==> config.mk <==
export PLATFORM = sky130hd
export DESIGN_NAME = caio_alu
export DESIGN_NICKNAME = d
export VERILOG_FILES = /design/src/inc/caio_pkg.sv /design/src/core/caio_alu.sv
export SDC_FILE = /design/constraint.sdc
export NUM_CORES = 1
export LEC_CHECK = 0
export BUFFER_PORTS_ARGS = -buffer_cell sky130_fd_sc_hd__buf_2
export CELL_PAD_IN_SITES_DETAIL_PLACEMENT = 2
export CELL_PAD_IN_SITES_GLOBAL_PLACEMENT = 2
export CORE_MARGIN = 2
export CORE_UTILIZATION = 30
export DETAILED_ROUTE_END_ITERATION = 6
export PLACE_DENSITY = 0.8
export SETUP_SLACK_MARGIN = 0.1
export SLEW_MARGIN = 20
export SYNTH_ARGS = -nofsm -noshare
export SYNTH_HDL_FRONTEND = slang
export SYNTH_SLANG_ARGS = --single-unit
==> constraint.sdc <==
create_clock -name clk_in -period 4.75 [get_ports clk_in]
set_clock_uncertainty 0.05 [all_clocks]
set_input_delay 0.95 -clock clk_in [delete_from_list [all_inputs] [get_ports clk_in]]
set_output_delay 0.95 -clock clk_in [all_outputs]
set_load 0.03 [all_outputs]
==> src/inc/caio_pkg.sv <==
package caio_pkg;
  // ---------------------------------------------------------------------
  // Operation codes
  // ---------------------------------------------------------------------
  typedef enum logic [3:0] {
    CAIO_OP_NOP     = 4'h0,
    CAIO_OP_ADD     = 4'h1,
    CAIO_OP_ADC     = 4'h2,
    CAIO_OP_SUB     = 4'h3,
    CAIO_OP_SUBC    = 4'h4,
    CAIO_OP_AND     = 4'h5,
    CAIO_OP_OR      = 4'h6,
    CAIO_OP_WADD    = 4'h7,
    CAIO_OP_WSUB    = 4'h8,
    CAIO_OP_IO_IN   = 4'h9,
    CAIO_OP_IO_OUT  = 4'hA,
    CAIO_OP_BIT_SET = 4'hB,
    CAIO_OP_BIT_CLR = 4'hC,
    CAIO_OP_SKIP_S  = 4'hD,
    CAIO_OP_SKIP_C  = 4'hE,
    CAIO_OP_LDST    = 4'hF
  } caio_op_e;

  // ---------------------------------------------------------------------
  // Flag positions in the status byte
  // ---------------------------------------------------------------------
  localparam int FLAG_C = 0;
  localparam int FLAG_Z = 1;
  localparam int FLAG_N = 2;
  localparam int FLAG_V = 3;
  localparam int FLAG_S = 4;
  localparam int FLAG_H = 5;
  localparam logic [7:0] FLAGS_RESET = 8'h00;

  // ---------------------------------------------------------------------
  // Address map
  // ---------------------------------------------------------------------
  localparam logic [8:0] IO_BIT_LAST  = 9'h01F;
  localparam logic [8:0] IO_LAST      = 9'h03F;
  localparam logic [8:0] IO_DATA_OFS  = 9'h020;
  localparam logic [8:0] EXT_IO_FIRST = 9'h060;
  localparam logic [8:0] EXT_IO_LAST  = 9'h1FF;

  // Cycle counts
  localparam int BYTE_OP_CYCLES = 1;
  localparam int WORD_OP_CYCLES = 2;
endpackage : caio_pkg

==> src/core/caio_alu.sv <==
// The strobed register port and the address map were chosen for this implementation.
`timescale 1ns/1ns
// Contract
// - Add two bytes, optional carry in, one cycle, flags Z C N V H.
// - Add immediate to word pair in two cycles, flags Z C N V S.
// - Subtract register or constant in one cycle, flags Z C N V H.
// - Subtract with carry, register or constant, one cycle, Z C N V H.
// - Subtract immediate from word pair in two cycles, flags Z C N V S.
// - AND with register or constant, one cycle, only Z N V.
// - OR with register or constant, one cycle, only Z N V.
// - Bit set and clear only on I/O addresses 0x00 to 0x1F.
// - Skip on bit set or clear tests I/O bit in same range.
// - Bit set and clear are full read-modify-write of the register.
// - I/O in and out reach only the 64 locations from zero.
// - Load and store see each I/O register at its address plus 0x20.
// - Extended I/O 0x60 to 0x1FF reachable only by load and store.
module caio_alu #(
  parameter int DW = 8
) (
  input  wire logic          clk_in,
  input  wire logic          sys_rst_in,
  input  wire logic          op_valid_in,
  input  wire logic [3:0]    op_code_in,
  input  wire logic [DW-1:0] op_a_in,
  input  wire logic [DW-1:0] op_b_in,
  input  wire logic [DW-1:0] op_a_hi_in,
  input  wire logic [5:0]    word_imm_in,
  input  wire logic [8:0]    addr_in,
  input  wire logic [2:0]    bit_sel_in,
  input  wire logic [DW-1:0] io_rdata_in,
  output logic               op_ready_out,
  output logic               res_valid_out,
  output logic [DW-1:0]      res_lo_out,
  output logic [DW-1:0]      res_hi_out,
  output logic [7:0]         flags_out,
  output logic               skip_out,
  output logic               io_rd_out,
  output logic               io_wr_out,
  output logic [8:0]         io_addr_out,
  output logic [DW-1:0]      io_wdata_out,
  output logic               addr_err_out
);

  // -----------------------------------------------------------------------
  // Decode helpers
  // -----------------------------------------------------------------------
  // Bit-accessible range check, used by bit ops and skips
  function automatic logic in_bit_range(input logic [8:0] a);
    in_bit_range = (a <= caio_pkg::IO_BIT_LAST);
  endfunction : in_bit_range

  // Short I/O range check, six address bits only
  function automatic logic in_io_range(input logic [8:0] a);
    in_io_range = (a <= caio_pkg::IO_LAST);
  endfunction : in_io_range

  typedef enum logic [1:0] {
    CAIO_ST_IDLE = 2'b00,
    CAIO_ST_WORD = 2'b01,
    CAIO_ST_RMW  = 2'b10
  } caio_st_e;

  caio_st_e          st_q;
  logic [3:0]        op_q;
  logic [DW-1:0]     hold_hi_q;
  logic [DW-1:0]     hold_lo_q;
  logic              hold_c_q;
  logic [8:0]        hold_addr_q;
  logic [2:0]        hold_bit_q;
  logic [DW-1:0]     hold_rd_q;
  logic [7:0]        flags_q;
  logic [DW-1:0]     res_lo_q;
  logic [DW-1:0]     res_hi_q;
  logic              res_valid_q;
  logic              skip_q;
  logic              err_q;

  // -----------------------------------------------------------------------
  // Byte arithmetic
  // -----------------------------------------------------------------------
  logic              is_sub;
  logic              use_c;
  logic [DW:0]       sum;
  logic [4:0]        half;
  logic [DW-1:0]     logic_res;
  logic [DW-1:0]     b_eff;
  logic              cin;

  // Carry chain shared by add and subtract to keep one adder
  always_comb begin
    is_sub = (op_code_in == caio_pkg::CAIO_OP_SUB) ||
             (op_code_in == caio_pkg::CAIO_OP_SUBC);
    use_c  = (op_code_in == caio_pkg::CAIO_OP_ADC) ||
             (op_code_in == caio_pkg::CAIO_OP_SUBC);
    cin    = use_c & flags_q[caio_pkg::FLAG_C];
    b_eff  = is_sub ? ~op_b_in : op_b_in;
    if (is_sub) begin
      sum  = {1'b0, op_a_in} + {1'b0, b_eff} + {{DW{1'b0}}, ~cin};
      half = {1'b0, op_a_in[3:0]} + {1'b0, b_eff[3:0]} + {4'h0, ~cin};
    end else begin
      sum  = {1'b0, op_a_in} + {1'b0, b_eff} + {{DW{1'b0}}, cin};
      half = {1'b0, op_a_in[3:0]} + {1'b0, b_eff[3:0]} + {4'h0, cin};
    end
    logic_res = (op_code_in == caio_pkg::CAIO_OP_AND) ?
                (op_a_in & op_b_in) : (op_a_in | op_b_in);
  end

  // -----------------------------------------------------------------------
  // Word arithmetic, second half of a two-cycle operation
  // -----------------------------------------------------------------------
  logic [2*DW-1:0]   wpair;
  logic [2*DW-1:0]   wres;
  logic              wsub;
  assign wpair = {hold_hi_q, hold_lo_q};
  assign wsub  = (op_q == caio_pkg::CAIO_OP_WSUB);
  assign wres  = wsub ? (wpair - {{(2*DW-6){1'b0}}, hold_addr_q[5:0]})
                      : (wpair + {{(2*DW-6){1'b0}}, hold_addr_q[5:0]});

  // Read-modify-write value: whole register rewritten, not just the bit.
  // Built from the byte caught at the take; the bus is idle by the write.
  logic [DW-1:0]     rmw_val;
  always_comb begin
    rmw_val = hold_rd_q;
    rmw_val[hold_bit_q] = (op_q == caio_pkg::CAIO_OP_BIT_SET);
  end

  // Address legality per access class
  logic              addr_ok;
  always_comb begin
    case (op_code_in)
      caio_pkg::CAIO_OP_BIT_SET,
      caio_pkg::CAIO_OP_BIT_CLR,
      caio_pkg::CAIO_OP_SKIP_S,
      caio_pkg::CAIO_OP_SKIP_C: addr_ok = in_bit_range(addr_in);
      caio_pkg::CAIO_OP_IO_IN,
      caio_pkg::CAIO_OP_IO_OUT: addr_ok = in_io_range(addr_in);
      default:                  addr_ok = 1'b1;
    endcase
  end

  // Busy during the second cycle of word ops and bit rewrites
  assign op_ready_out = (st_q == CAIO_ST_IDLE);
  logic take;
  assign take = op_valid_in & op_ready_out;

  // -----------------------------------------------------------------------
  // Sequencer
  // -----------------------------------------------------------------------
  always_ff @(posedge clk_in) begin
    if (sys_rst_in) begin
      st_q        <= CAIO_ST_IDLE;
      op_q        <= 4'h0;
      hold_hi_q   <= '0;
      hold_lo_q   <= '0;
      hold_c_q    <= 1'b0;
      hold_addr_q <= 9'h000;
      hold_bit_q  <= 3'h0;
      hold_rd_q   <= '0;
    end else begin
      case (st_q)
        CAIO_ST_IDLE: begin
          if (take) begin
            op_q        <= op_code_in;
            hold_hi_q   <= op_a_hi_in;
            hold_lo_q   <= op_a_in;
            hold_c_q    <= flags_q[caio_pkg::FLAG_C];
            hold_addr_q <= (op_code_in == caio_pkg::CAIO_OP_WADD ||
                            op_code_in == caio_pkg::CAIO_OP_WSUB) ?
                           {3'b000, word_imm_in} : addr_in;
            hold_bit_q  <= bit_sel_in;
            hold_rd_q   <= io_rdata_in;
            if (op_code_in == caio_pkg::CAIO_OP_WADD ||
                op_code_in == caio_pkg::CAIO_OP_WSUB) begin
              st_q <= CAIO_ST_WORD;
            end else if ((op_code_in == caio_pkg::CAIO_OP_BIT_SET ||
                          op_code_in == caio_pkg::CAIO_OP_BIT_CLR) &&
                         addr_ok) begin
              st_q <= CAIO_ST_RMW;
            end
          end
        end
        CAIO_ST_WORD: st_q <= CAIO_ST_IDLE;
        CAIO_ST_RMW:  st_q <= CAIO_ST_IDLE;
        default:      st_q <= CAIO_ST_IDLE;
      endcase
    end
  end

  // -----------------------------------------------------------------------
  // Results and flags
  // -----------------------------------------------------------------------
  // Flags not touched by an operation keep their previous value
  always_ff @(posedge clk_in) begin
    if (sys_rst_in) begin
      flags_q     <= caio_pkg::FLAGS_RESET;
      res_lo_q    <= '0;
      res_hi_q    <= '0;
      res_valid_q <= 1'b0;
      skip_q      <= 1'b0;
      err_q       <= 1'b0;
    end else begin
      res_valid_q <= 1'b0;
      skip_q      <= 1'b0;
      err_q       <= 1'b0;
      if (st_q == CAIO_ST_WORD) begin
        res_lo_q    <= wres[DW-1:0];
        res_hi_q    <= wres[2*DW-1:DW];
        res_valid_q <= 1'b1;
        flags_q[caio_pkg::FLAG_Z] <= (wres == '0);
        flags_q[caio_pkg::FLAG_N] <= wres[2*DW-1];
        flags_q[caio_pkg::FLAG_V] <= wsub ? (hold_hi_q[DW-1] & ~wres[2*DW-1])
                                          : (~hold_hi_q[DW-1] & wres[2*DW-1]);
        flags_q[caio_pkg::FLAG_C] <= wsub ? (wres[2*DW-1] & ~hold_hi_q[DW-1])
                                          : (~wres[2*DW-1] & hold_hi_q[DW-1]);
        flags_q[caio_pkg::FLAG_S] <= wres[2*DW-1] ^
          (wsub ? (hold_hi_q[DW-1] & ~wres[2*DW-1])
                : (~hold_hi_q[DW-1] & wres[2*DW-1]));
      end else if (take) begin
        err_q <= ~addr_ok;
        case (op_code_in)
          caio_pkg::CAIO_OP_ADD, caio_pkg::CAIO_OP_ADC,
          caio_pkg::CAIO_OP_SUB, caio_pkg::CAIO_OP_SUBC: begin
            res_lo_q    <= sum[DW-1:0];
            res_valid_q <= 1'b1;
            flags_q[caio_pkg::FLAG_Z] <= (sum[DW-1:0] == '0);
            flags_q[caio_pkg::FLAG_N] <= sum[DW-1];
            flags_q[caio_pkg::FLAG_C] <= is_sub ? ~sum[DW] : sum[DW];
            flags_q[caio_pkg::FLAG_H] <= is_sub ? ~half[4] : half[4];
            flags_q[caio_pkg::FLAG_V] <= (op_a_in[DW-1] == b_eff[DW-1]) &&
                                         (sum[DW-1] != op_a_in[DW-1]);
          end
          caio_pkg::CAIO_OP_AND, caio_pkg::CAIO_OP_OR: begin
            res_lo_q    <= logic_res;
            res_valid_q <= 1'b1;
            flags_q[caio_pkg::FLAG_Z] <= (logic_res == '0);
            flags_q[caio_pkg::FLAG_N] <= logic_res[DW-1];
            flags_q[caio_pkg::FLAG_V] <= 1'b0;
          end
          caio_pkg::CAIO_OP_SKIP_S: begin
            skip_q <= addr_ok & io_rdata_in[bit_sel_in];
          end
          caio_pkg::CAIO_OP_SKIP_C: begin
            skip_q <= addr_ok & ~io_rdata_in[bit_sel_in];
          end
          caio_pkg::CAIO_OP_IO_IN, caio_pkg::CAIO_OP_LDST: begin
            // A store has no result; the last one keeps standing
            if (io_rd_out) begin
              res_lo_q    <= io_rdata_in;
              res_valid_q <= 1'b1;
            end
          end
          default: ;
        endcase
      end
    end
  end

  // -----------------------------------------------------------------------
  // Data-space access
  // -----------------------------------------------------------------------
  // Short I/O numbers are moved up by the data-space offset, so the
  // outside world only ever sees data-space addresses.
  logic [8:0] io_map;
  assign io_map = addr_in + caio_pkg::IO_DATA_OFS;

  always_comb begin
    io_rd_out    = 1'b0;
    io_wr_out    = 1'b0;
    io_addr_out  = io_map;
    io_wdata_out = op_b_in;
    if (st_q == CAIO_ST_RMW) begin
      io_addr_out  = hold_addr_q + caio_pkg::IO_DATA_OFS;
      io_wr_out    = 1'b1;
      io_wdata_out = rmw_val;
    end else if (take && addr_ok) begin
      case (op_code_in)
        caio_pkg::CAIO_OP_IO_IN,
        caio_pkg::CAIO_OP_SKIP_S,
        caio_pkg::CAIO_OP_SKIP_C,
        caio_pkg::CAIO_OP_BIT_SET,
        caio_pkg::CAIO_OP_BIT_CLR: io_rd_out = 1'b1;
        caio_pkg::CAIO_OP_IO_OUT:  io_wr_out = 1'b1;
        caio_pkg::CAIO_OP_LDST: begin
          // Raw data-space address, extended range only reachable here
          io_addr_out = addr_in;
          io_rd_out   = ~word_imm_in[0];
          io_wr_out   = word_imm_in[0];
        end
        default: ;
      endcase
    end
  end

  assign res_valid_out = res_valid_q;
  assign res_lo_out    = res_lo_q;
  assign res_hi_out    = res_hi_q;
  assign flags_out     = flags_q;
  assign skip_out      = skip_q;
  assign addr_err_out  = err_q;

  // -----------------------------------------------------------------------
  // Checks
  // -----------------------------------------------------------------------
  a_word_two_cycles: assert property (@(posedge clk_in)
    disable iff (sys_rst_in)
    take && (op_code_in == caio_pkg::CAIO_OP_WADD) |=> !op_ready_out ##1
    res_valid_out) else $error("word add not two cycles");
  a_word_sub_busy: assert property (@(posedge clk_in)
    disable iff (sys_rst_in)
    take && (op_code_in == caio_pkg::CAIO_OP_WSUB) |=> !res_valid_out ##1
    (res_valid_out && op_ready_out)) else $error("word sub timing");
  a_add_one_cycle: assert property (@(posedge clk_in)
    disable iff (sys_rst_in)
    take && (op_code_in == caio_pkg::CAIO_OP_ADD) |=>
    res_valid_out && (res_lo_out == $past(op_a_in) + $past(op_b_in)))
    else $error("byte add wrong");
  a_sub_result: assert property (@(posedge clk_in)
    disable iff (sys_rst_in)
    take && (op_code_in == caio_pkg::CAIO_OP_SUB) |=>
    (res_lo_out == $past(op_a_in) - $past(op_b_in)) &&
    (flags_out[caio_pkg::FLAG_C] == ($past(op_a_in) < $past(op_b_in))))
    else $error("byte sub wrong");
  a_logic_keeps_c: assert property (@(posedge clk_in)
    disable iff (sys_rst_in)
    take && (op_code_in == caio_pkg::CAIO_OP_AND) |=>
    $stable(flags_out[caio_pkg::FLAG_C]) && !flags_out[caio_pkg::FLAG_V])
    else $error("and touched carry");
  a_or_keeps_h: assert property (@(posedge clk_in)
    disable iff (sys_rst_in)
    take && (op_code_in == caio_pkg::CAIO_OP_OR) |=>
    $stable(flags_out[caio_pkg::FLAG_H]) &&
    (res_lo_out == ($past(op_a_in) | $past(op_b_in))))
    else $error("or wrong");
  a_bit_range_only: assert property (@(posedge clk_in)
    disable iff (sys_rst_in)
    io_wr_out && (st_q == CAIO_ST_RMW) |-> io_addr_out <= caio_pkg::IO_LAST)
    else $error("bit op outside range");
  a_rmw_follows_rd: assert property (@(posedge clk_in)
    disable iff (sys_rst_in)
    take && io_rd_out && (op_code_in == caio_pkg::CAIO_OP_BIT_CLR) |=>
    io_wr_out && (io_addr_out == $past(io_addr_out)))
    else $error("bit clear not rewritten");
  a_short_io_map: assert property (@(posedge clk_in)
    disable iff (sys_rst_in)
    take && (op_code_in == caio_pkg::CAIO_OP_IO_OUT) && addr_ok |->
    io_wr_out && (io_addr_out == addr_in + caio_pkg::IO_DATA_OFS))
    else $error("io offset wrong");
  a_no_ext_short: assert property (@(posedge clk_in)
    disable iff (sys_rst_in)
    take && (op_code_in == caio_pkg::CAIO_OP_IO_IN) &&
    (addr_in >= caio_pkg::EXT_IO_FIRST) |-> !io_rd_out ##1 addr_err_out)
    else $error("extended io reached by short op");

  a_store_no_result: assert property (@(posedge clk_in)
    disable iff (sys_rst_in)
    take && (op_code_in == caio_pkg::CAIO_OP_LDST) && word_imm_in[0] |=>
    !res_valid_out) else $error("store gave a result");

endmodule : caio_alu

Word level (Yosys, flattened, before mapping):

Index checks and enable logic that the tools add are counted.

* output and inout bits: 47
* bits of input ports: 57
* register bits after elaboration: 67
* logic and storage cells: 147

* reduce and logical (&&, ||, !) cells: 32
* add/sub/neg operators: 10
* bitwise logic cells: 21
* order comparisons: 5
* muxes and demuxes: 41
* equal/unequal tests: 22

Operator list (number)
* two-way mux 8 bit: 6
* two-way mux 9 bit: 5
* == test 4 bit (second input constant): 10
* one-hot mux 8 bit (3 select lines): 1
* adder 9 x 1 -> 9 bit: 2
* adder 9 x 6 -> 9 bit (second input constant): 2
* adder 16 x 6 -> 16 bit: 1
* == test 4 x 3 -> 1 bit (second input constant): 4
* zero test 16 bit: 1
* zero test 8 bit: 2
* two-way mux 16 bit: 1
* subtractor 16 x 6 -> 16 bit: 1
* two-way mux 1 bit: 14
* inverter 1 bit: 11
* adder 5 x 1 -> 5 bit: 2
* one-hot mux 1 bit (2 select lines): 5
* adder 8 x 8 -> 9 bit: 1
* <= comparator 9 x 5 -> 1 bit (second input constant): 1
* <= comparator 9 x 6 -> 1 bit (second input constant): 1
* bitwise AND 8 bit: 1
* bitwise mux 8 bit: 1
* == test 4 x 2 -> 1 bit (second input constant): 2
* less-than comparator 3 x 4 -> 1 bit (second input constant): 2
* two-way mux 4 bit: 2
* other kinds (30): 52

Logic depth before layout (Yosys ltp):

* depth after elaboration: 11
* gate-level depth with buffers: 17
* gate-level depth less buffers: 16

Worst setup path before layout:

Ideal clock, no wire load.

* kind: input to register
* from: input op_code_in[2]
* to: register flags_q[3], in the netlist flags_out[3]
* stages on the path: 16
* buffers on the path: 1
* library setup time: 0.091 ns
* data required time: 4.609 ns
* arrival time: 4.205 ns
* setup slack: 0.404 ns
* path through: buf_2 and2b_4 mux2i_1 nor2_2 xor2_1 ha_1 inv_1 fa_1 nor2b_1 o22ai_2 xnor2_1 nand4_2 xor2_1 and2_1 o211ai_1 a311oi_1

* longest elaborated chain between the ends: 11
* elaborated cells between the ends (all ways): 25
* classes of those cells: add/sub: 3; eq/ne: 8; mux: 5; bitwise: 2; reduce/logical: 7

Ends and longest elaborated chain
* start: declaration: RTL line caio_alu.sv:23 `input wire logic [3:0] op_code_in,`
* == test 4 x 2 -> 1 bit, or another cell as far along: RTL line caio_alu.sv:91, caio_alu.sv:220
* logical OR 1 bit, on equally long branches: RTL line caio_alu.sv:91, caio_alu.sv:93
* two-way mux 8 bit / bitwise AND 1 bit (equally long branches): RTL line caio_alu.sv:96, caio_alu.sv:95
* adder 8 x 8 -> 9 bit / inverter 1 bit (equally long branches): RTL line caio_alu.sv:98, caio_alu.sv:101
* adder 9 x 1 -> 9 bit, on equally long branches: RTL line caio_alu.sv:101, caio_alu.sv:98
* two-way mux 9 bit: RTL line caio_alu.sv:97 `if (is_sub) begin`
* inequality test 1 bit: RTL line caio_alu.sv:230 `(sum[DW-1] != op_a_in[DW-1]);`
* logical AND 1 bit: RTL line caio_alu.sv:229 `flags_q[caio_pkg::FLAG_V] <= (op_a_in[DW-1] == b_eff[DW-1]) &&`
* one-hot mux 3 bit (2 select lines): RTL line caio_alu.sv:220 `case (op_code_in)`
* two-way mux 4 bit: RTL line caio_alu.sv:218 `end else if (take) begin`
* two-way mux 4 bit: RTL line caio_alu.sv:205 `if (st_q == CAIO_ST_WORD) begin`
* end signal: indexed assignment: RTL line caio_alu.sv:209 `flags_q[caio_pkg::FLAG_Z] <= (wres == '0);`
* end signal: indexed assignment: RTL line caio_alu.sv:228 `flags_q[caio_pkg::FLAG_H] <= is_sub ? ~half[4] : half[4];`
* end signal: indexed assignment: RTL line caio_alu.sv:229
* end: declaration: RTL line caio_alu.sv:71 `logic [7:0] flags_q;`

Several ways; a longest one is shown, not always the timed one. The select of a mux whose other input is x is not followed.
A chain may end at the register's enable or synchronous reset.

Worst setup path in the final report:

* from: input op_code_in[1]
* to: register res_lo_q[7], in the netlist res_lo_out[7]

* longest elaborated chain between the ends: 9
* elaborated cells between the ends (all ways): 40
* classes of those cells: add/sub: 3; eq/ne: 14; mux: 10; bitwise: 2; reduce/logical: 11

Ends and longest elaborated chain
* == test 4 x 2 -> 1 bit, or another cell as far along: RTL line caio_alu.sv:91, caio_alu.sv:220
* logical OR 1 bit, on equally long branches: RTL line caio_alu.sv:91, caio_alu.sv:93
* two-way mux 8 bit / bitwise AND 1 bit (equally long branches): RTL line caio_alu.sv:96, caio_alu.sv:95
* adder 8 x 8 -> 9 bit / inverter 1 bit (equally long branches): RTL line caio_alu.sv:98, caio_alu.sv:101
* adder 9 x 1 -> 9 bit, on equally long branches: RTL line caio_alu.sv:101, caio_alu.sv:98
* two-way mux 9 bit: RTL line caio_alu.sv:97
* one-hot mux 8 bit (3 select lines): RTL line caio_alu.sv:220
* two-way mux 8 bit: RTL line caio_alu.sv:218
* two-way mux 8 bit: RTL line caio_alu.sv:205
* end signal: assignment: RTL line caio_alu.sv:206 `res_lo_q <= wres[DW-1:0];`
* end signal: assignment: RTL line caio_alu.sv:223 `res_lo_q <= sum[DW-1:0];`
* end signal: assignment: RTL line caio_alu.sv:233 `res_lo_q <= logic_res;`
* end: declaration: RTL line caio_alu.sv:72 `logic [DW-1:0] res_lo_q;`

Several ways; a longest one is shown, not always the timed one. The select of a mux whose other input is x is not followed.

==> impl_metrics.toml <==
[critical_path]
path_class = "input port to flip-flop"
crit_arrival_ns = 4.44
r2r_start = "hold_addr_q[0]"
required_ns = 4.97
critical_path.max_fanout = 12
rrSetupSlack_ns = 0.58
r2r-end = "flags_out[1]"
r2r.worst_path.cells = 11
critPathLaunchType = "input port"
end_kind = "flip-flop"

[global_routing]
use_met2_pct = 37.4
grt_use_total_pct = 21.3
gr-usage-met3_pct = 2.18
grt_pass1_vias = 5805
grt_start_max_net_pins = 48
grt_pass1_wl_microns = 32500
overflow = 0
met1_usage_pct = 27.5
grt_busiest_layer = "met2"
antenna_found_initial = 0

[synthesis]
syn_area_per_cell_sq_um = 7.55
synth_top_flop_cell = "dfxtp_1"
async_reset_ff_share_pct = 0
synth_warnings = 0
synth.distinct_cells = 84
netlist_instances = 715
yosysSeqAreaShare_pct = 24.9
synth_area_sq_um = 5400
synth_edf_count = 0
ys_ff_latch = 67

[timing]
hold_viol = 0
tightest_slew_ns = 0.775
fin_crit_ns = 4.21
fin_crit_sh_pct = 88.7
rsz0062_at_grt = "false"
tns_ns = 0
fmax_mhz = 237
max_slew_margin_pct = 48.3
slew_viol_final = 0
layout_setup_ws_ns = 0.536
setup_viol = 0

[clock_tree]
post-cts-setup-buffer-count = 0
cts_tree = "built"
cts.sinks = 67
ctsResizeCount = 0
cts.clk_slew.worst_paths_ns = 0.06
cts_made_buffers = 9
htree_levels = 3
insertion_delay_ns = 0.35
cts-root-buf = "clkbuf_16"
cts_hold_buf = 0
clockBufferDepth = 2

[floorplan]
dieArea_sq_um = 19100
rows = 49
fp.dieW_microns = 138
io_pins = 104
core-area_sq_um = 17800
start_util_pct = 30.4
fp.dieH_microns = 138

[drt]
ant_nets = 0
firstDrtPassIters = 4
vias = 5540
routed_wl_microns = 20300
drt_iter0_drc = 269
routedWlPerCell_microns = 19.7
remaining_drc_errors = 0
avgViaCountPerCell = 5.38

[place]
routabilityCongestion = 0.856
io_buffers = 101
post-place-ws_ns = 0.168
dp_hpwl_microns = 15000

[hold_path]
hp-class = "flip-flop to flip-flop"
min_from = "res_lo_out[1]"
min_to = "res_lo_out[1]"
min_path_cells = 2

[final_layout]
drive_gt1_share_pct = 20.8
fill_cells = 2101
fin_nets = 888
antenna_cells = 0
area_growth_pct = 18.4
final_common_cell = "nand2_1"
final_cell_mix = "135 x nand2_1, 101 x buf_2, 70 x a21oi_1"

[outcome]
run_status = "finished clean"

[power]
peakVddDrop_mv = 0.172
p_total_uw = 2100
leakage_uw = 0.00278
power_density_nw_per_um2 = 328

[job]
max-cap-violations = 0
## Yosys cell counts (5+ instances only)
cell | n | area share (%)
nor2b_1 | 11 | 1.3
a311oi_1 | 8 | 1.3
xor2_1 | 15 | 2.4
nand2_1 | 135 | 9.4
o21a_1 | 6 | 0.83
nor4_1 | 5 | 0.58
mux2i_1 | 18 | 3.3
buf_2 | 5 | 0.46
nor3_1 | 11 | 1.0
or2_2 | 8 | 0.93
a21oi_1 | 70 | 6.5
o2111ai_1 | 5 | 0.81
dfxtp_1 | 67 | 25
a211oi_1 | 7 | 0.97
xnor2_1 | 24 | 3.9
o211ai_1 | 5 | 0.70
clkbuf_1 | 29 | 2.0
maj3_1 | 8 | 1.5
nand4_1 | 6 | 0.70
o21ai_0 | 22 | 2.0
ha_1 | 32 | 7.4
nor3b_1 | 5 | 0.70
a21o_1 | 8 | 1.1
nor2_1 | 66 | 4.6
nand3_1 | 20 | 1.9
o31ai_1 | 5 | 0.70
inv_1 | 21 | 1.5
## layout make-up
type,count,area [sq um],share of cell area (%)
inverter,21,78.8,1.23
multi-input combinational,587,3810,59.6
tap,229,287,4.49
sequential,67,1340,21.0
clock buffer,11,243,3.80
clock inverter,4,51.3,0.803
timing repair buffer,111,581,9.09
## through the flow
step	hold slack, ns	area (sq um)	instances	util (%)
after floorplan	0.381	5400	716	-
after global placement	0.388	6090	1015	34.3
after detailed placement	0.397	6090	1015	34.3
after CTS	0.408	6390	1030	35.9
after global routing	0.428	6390	1030	35.9
final	0.400	6390	1030	35.9
## registers in the layout (all words and copies together), names as in the netlist, 3 cells and up
signal       count
hold_bit_q       3
flags_out        6
op_q             4
res_lo_out       8
hold_addr_q      9
res_hi_out       8
hold_lo_q        8
hold_rd_q        8
hold_hi_q        8
## metal layers
layer | share of wire [%] | wire length [microns]
met2 | 49 | 10000
met3 | 2.6 | 526
met1 | 46 | 9270
met5 | 0 | 0
met4 | 2.2 | 438
## power by group
part           leakage, uW  switching [uW]  internal (uW)
logic              0.00208             479            290
registers         0.000549            28.7            597
clock network     0.000142             284            418
total              0.00278             792           1300
## worst max path at each step
stage | from | endpoint | cells past startpoint
finish | op_code_in[1] | res_lo_out[7] | 16
global route | op_code_in[1] | flags_out[3] | 16
CTS | op_code_in[1] | flags_out[3] | 16
detailed placement | op_code_in[1] | flags_out[3] | 16
global placement | op_code_in[1] | flags_out[3] | 16
floorplan | op_code_in[2] | flags_out[3] | 16
## worst max-delay path, cell delays in order
cell,delay (ns)
buf_2,0.17
and2b_4,0.32
mux2i_1,0.12
nor2_2,0.22
xor2_1,0.18
ha_1,0.19
inv_1,0.06
fa_1,0.40
xnor2_1,0.29
nand3_1,0.17
nor3_1,0.31
nand4_2,0.16
xor2_1,0.22
o21ai_1,0.14
or3b_1,0.37
a21oi_1,0.18
## cell families after synthesis
family / share of synthesized area [%]
and+or+nand+nor: 26.8
AOI/OAI and AO/OA: 22.3
DFF: 24.9
buffers and inverters: 4.73
adders and majority gates: 9.65
xor gates and xnor gates: 6.33
muxes: 5.22
other: 0.0695
Note: power is estimated with default switching activity, not from simulation.
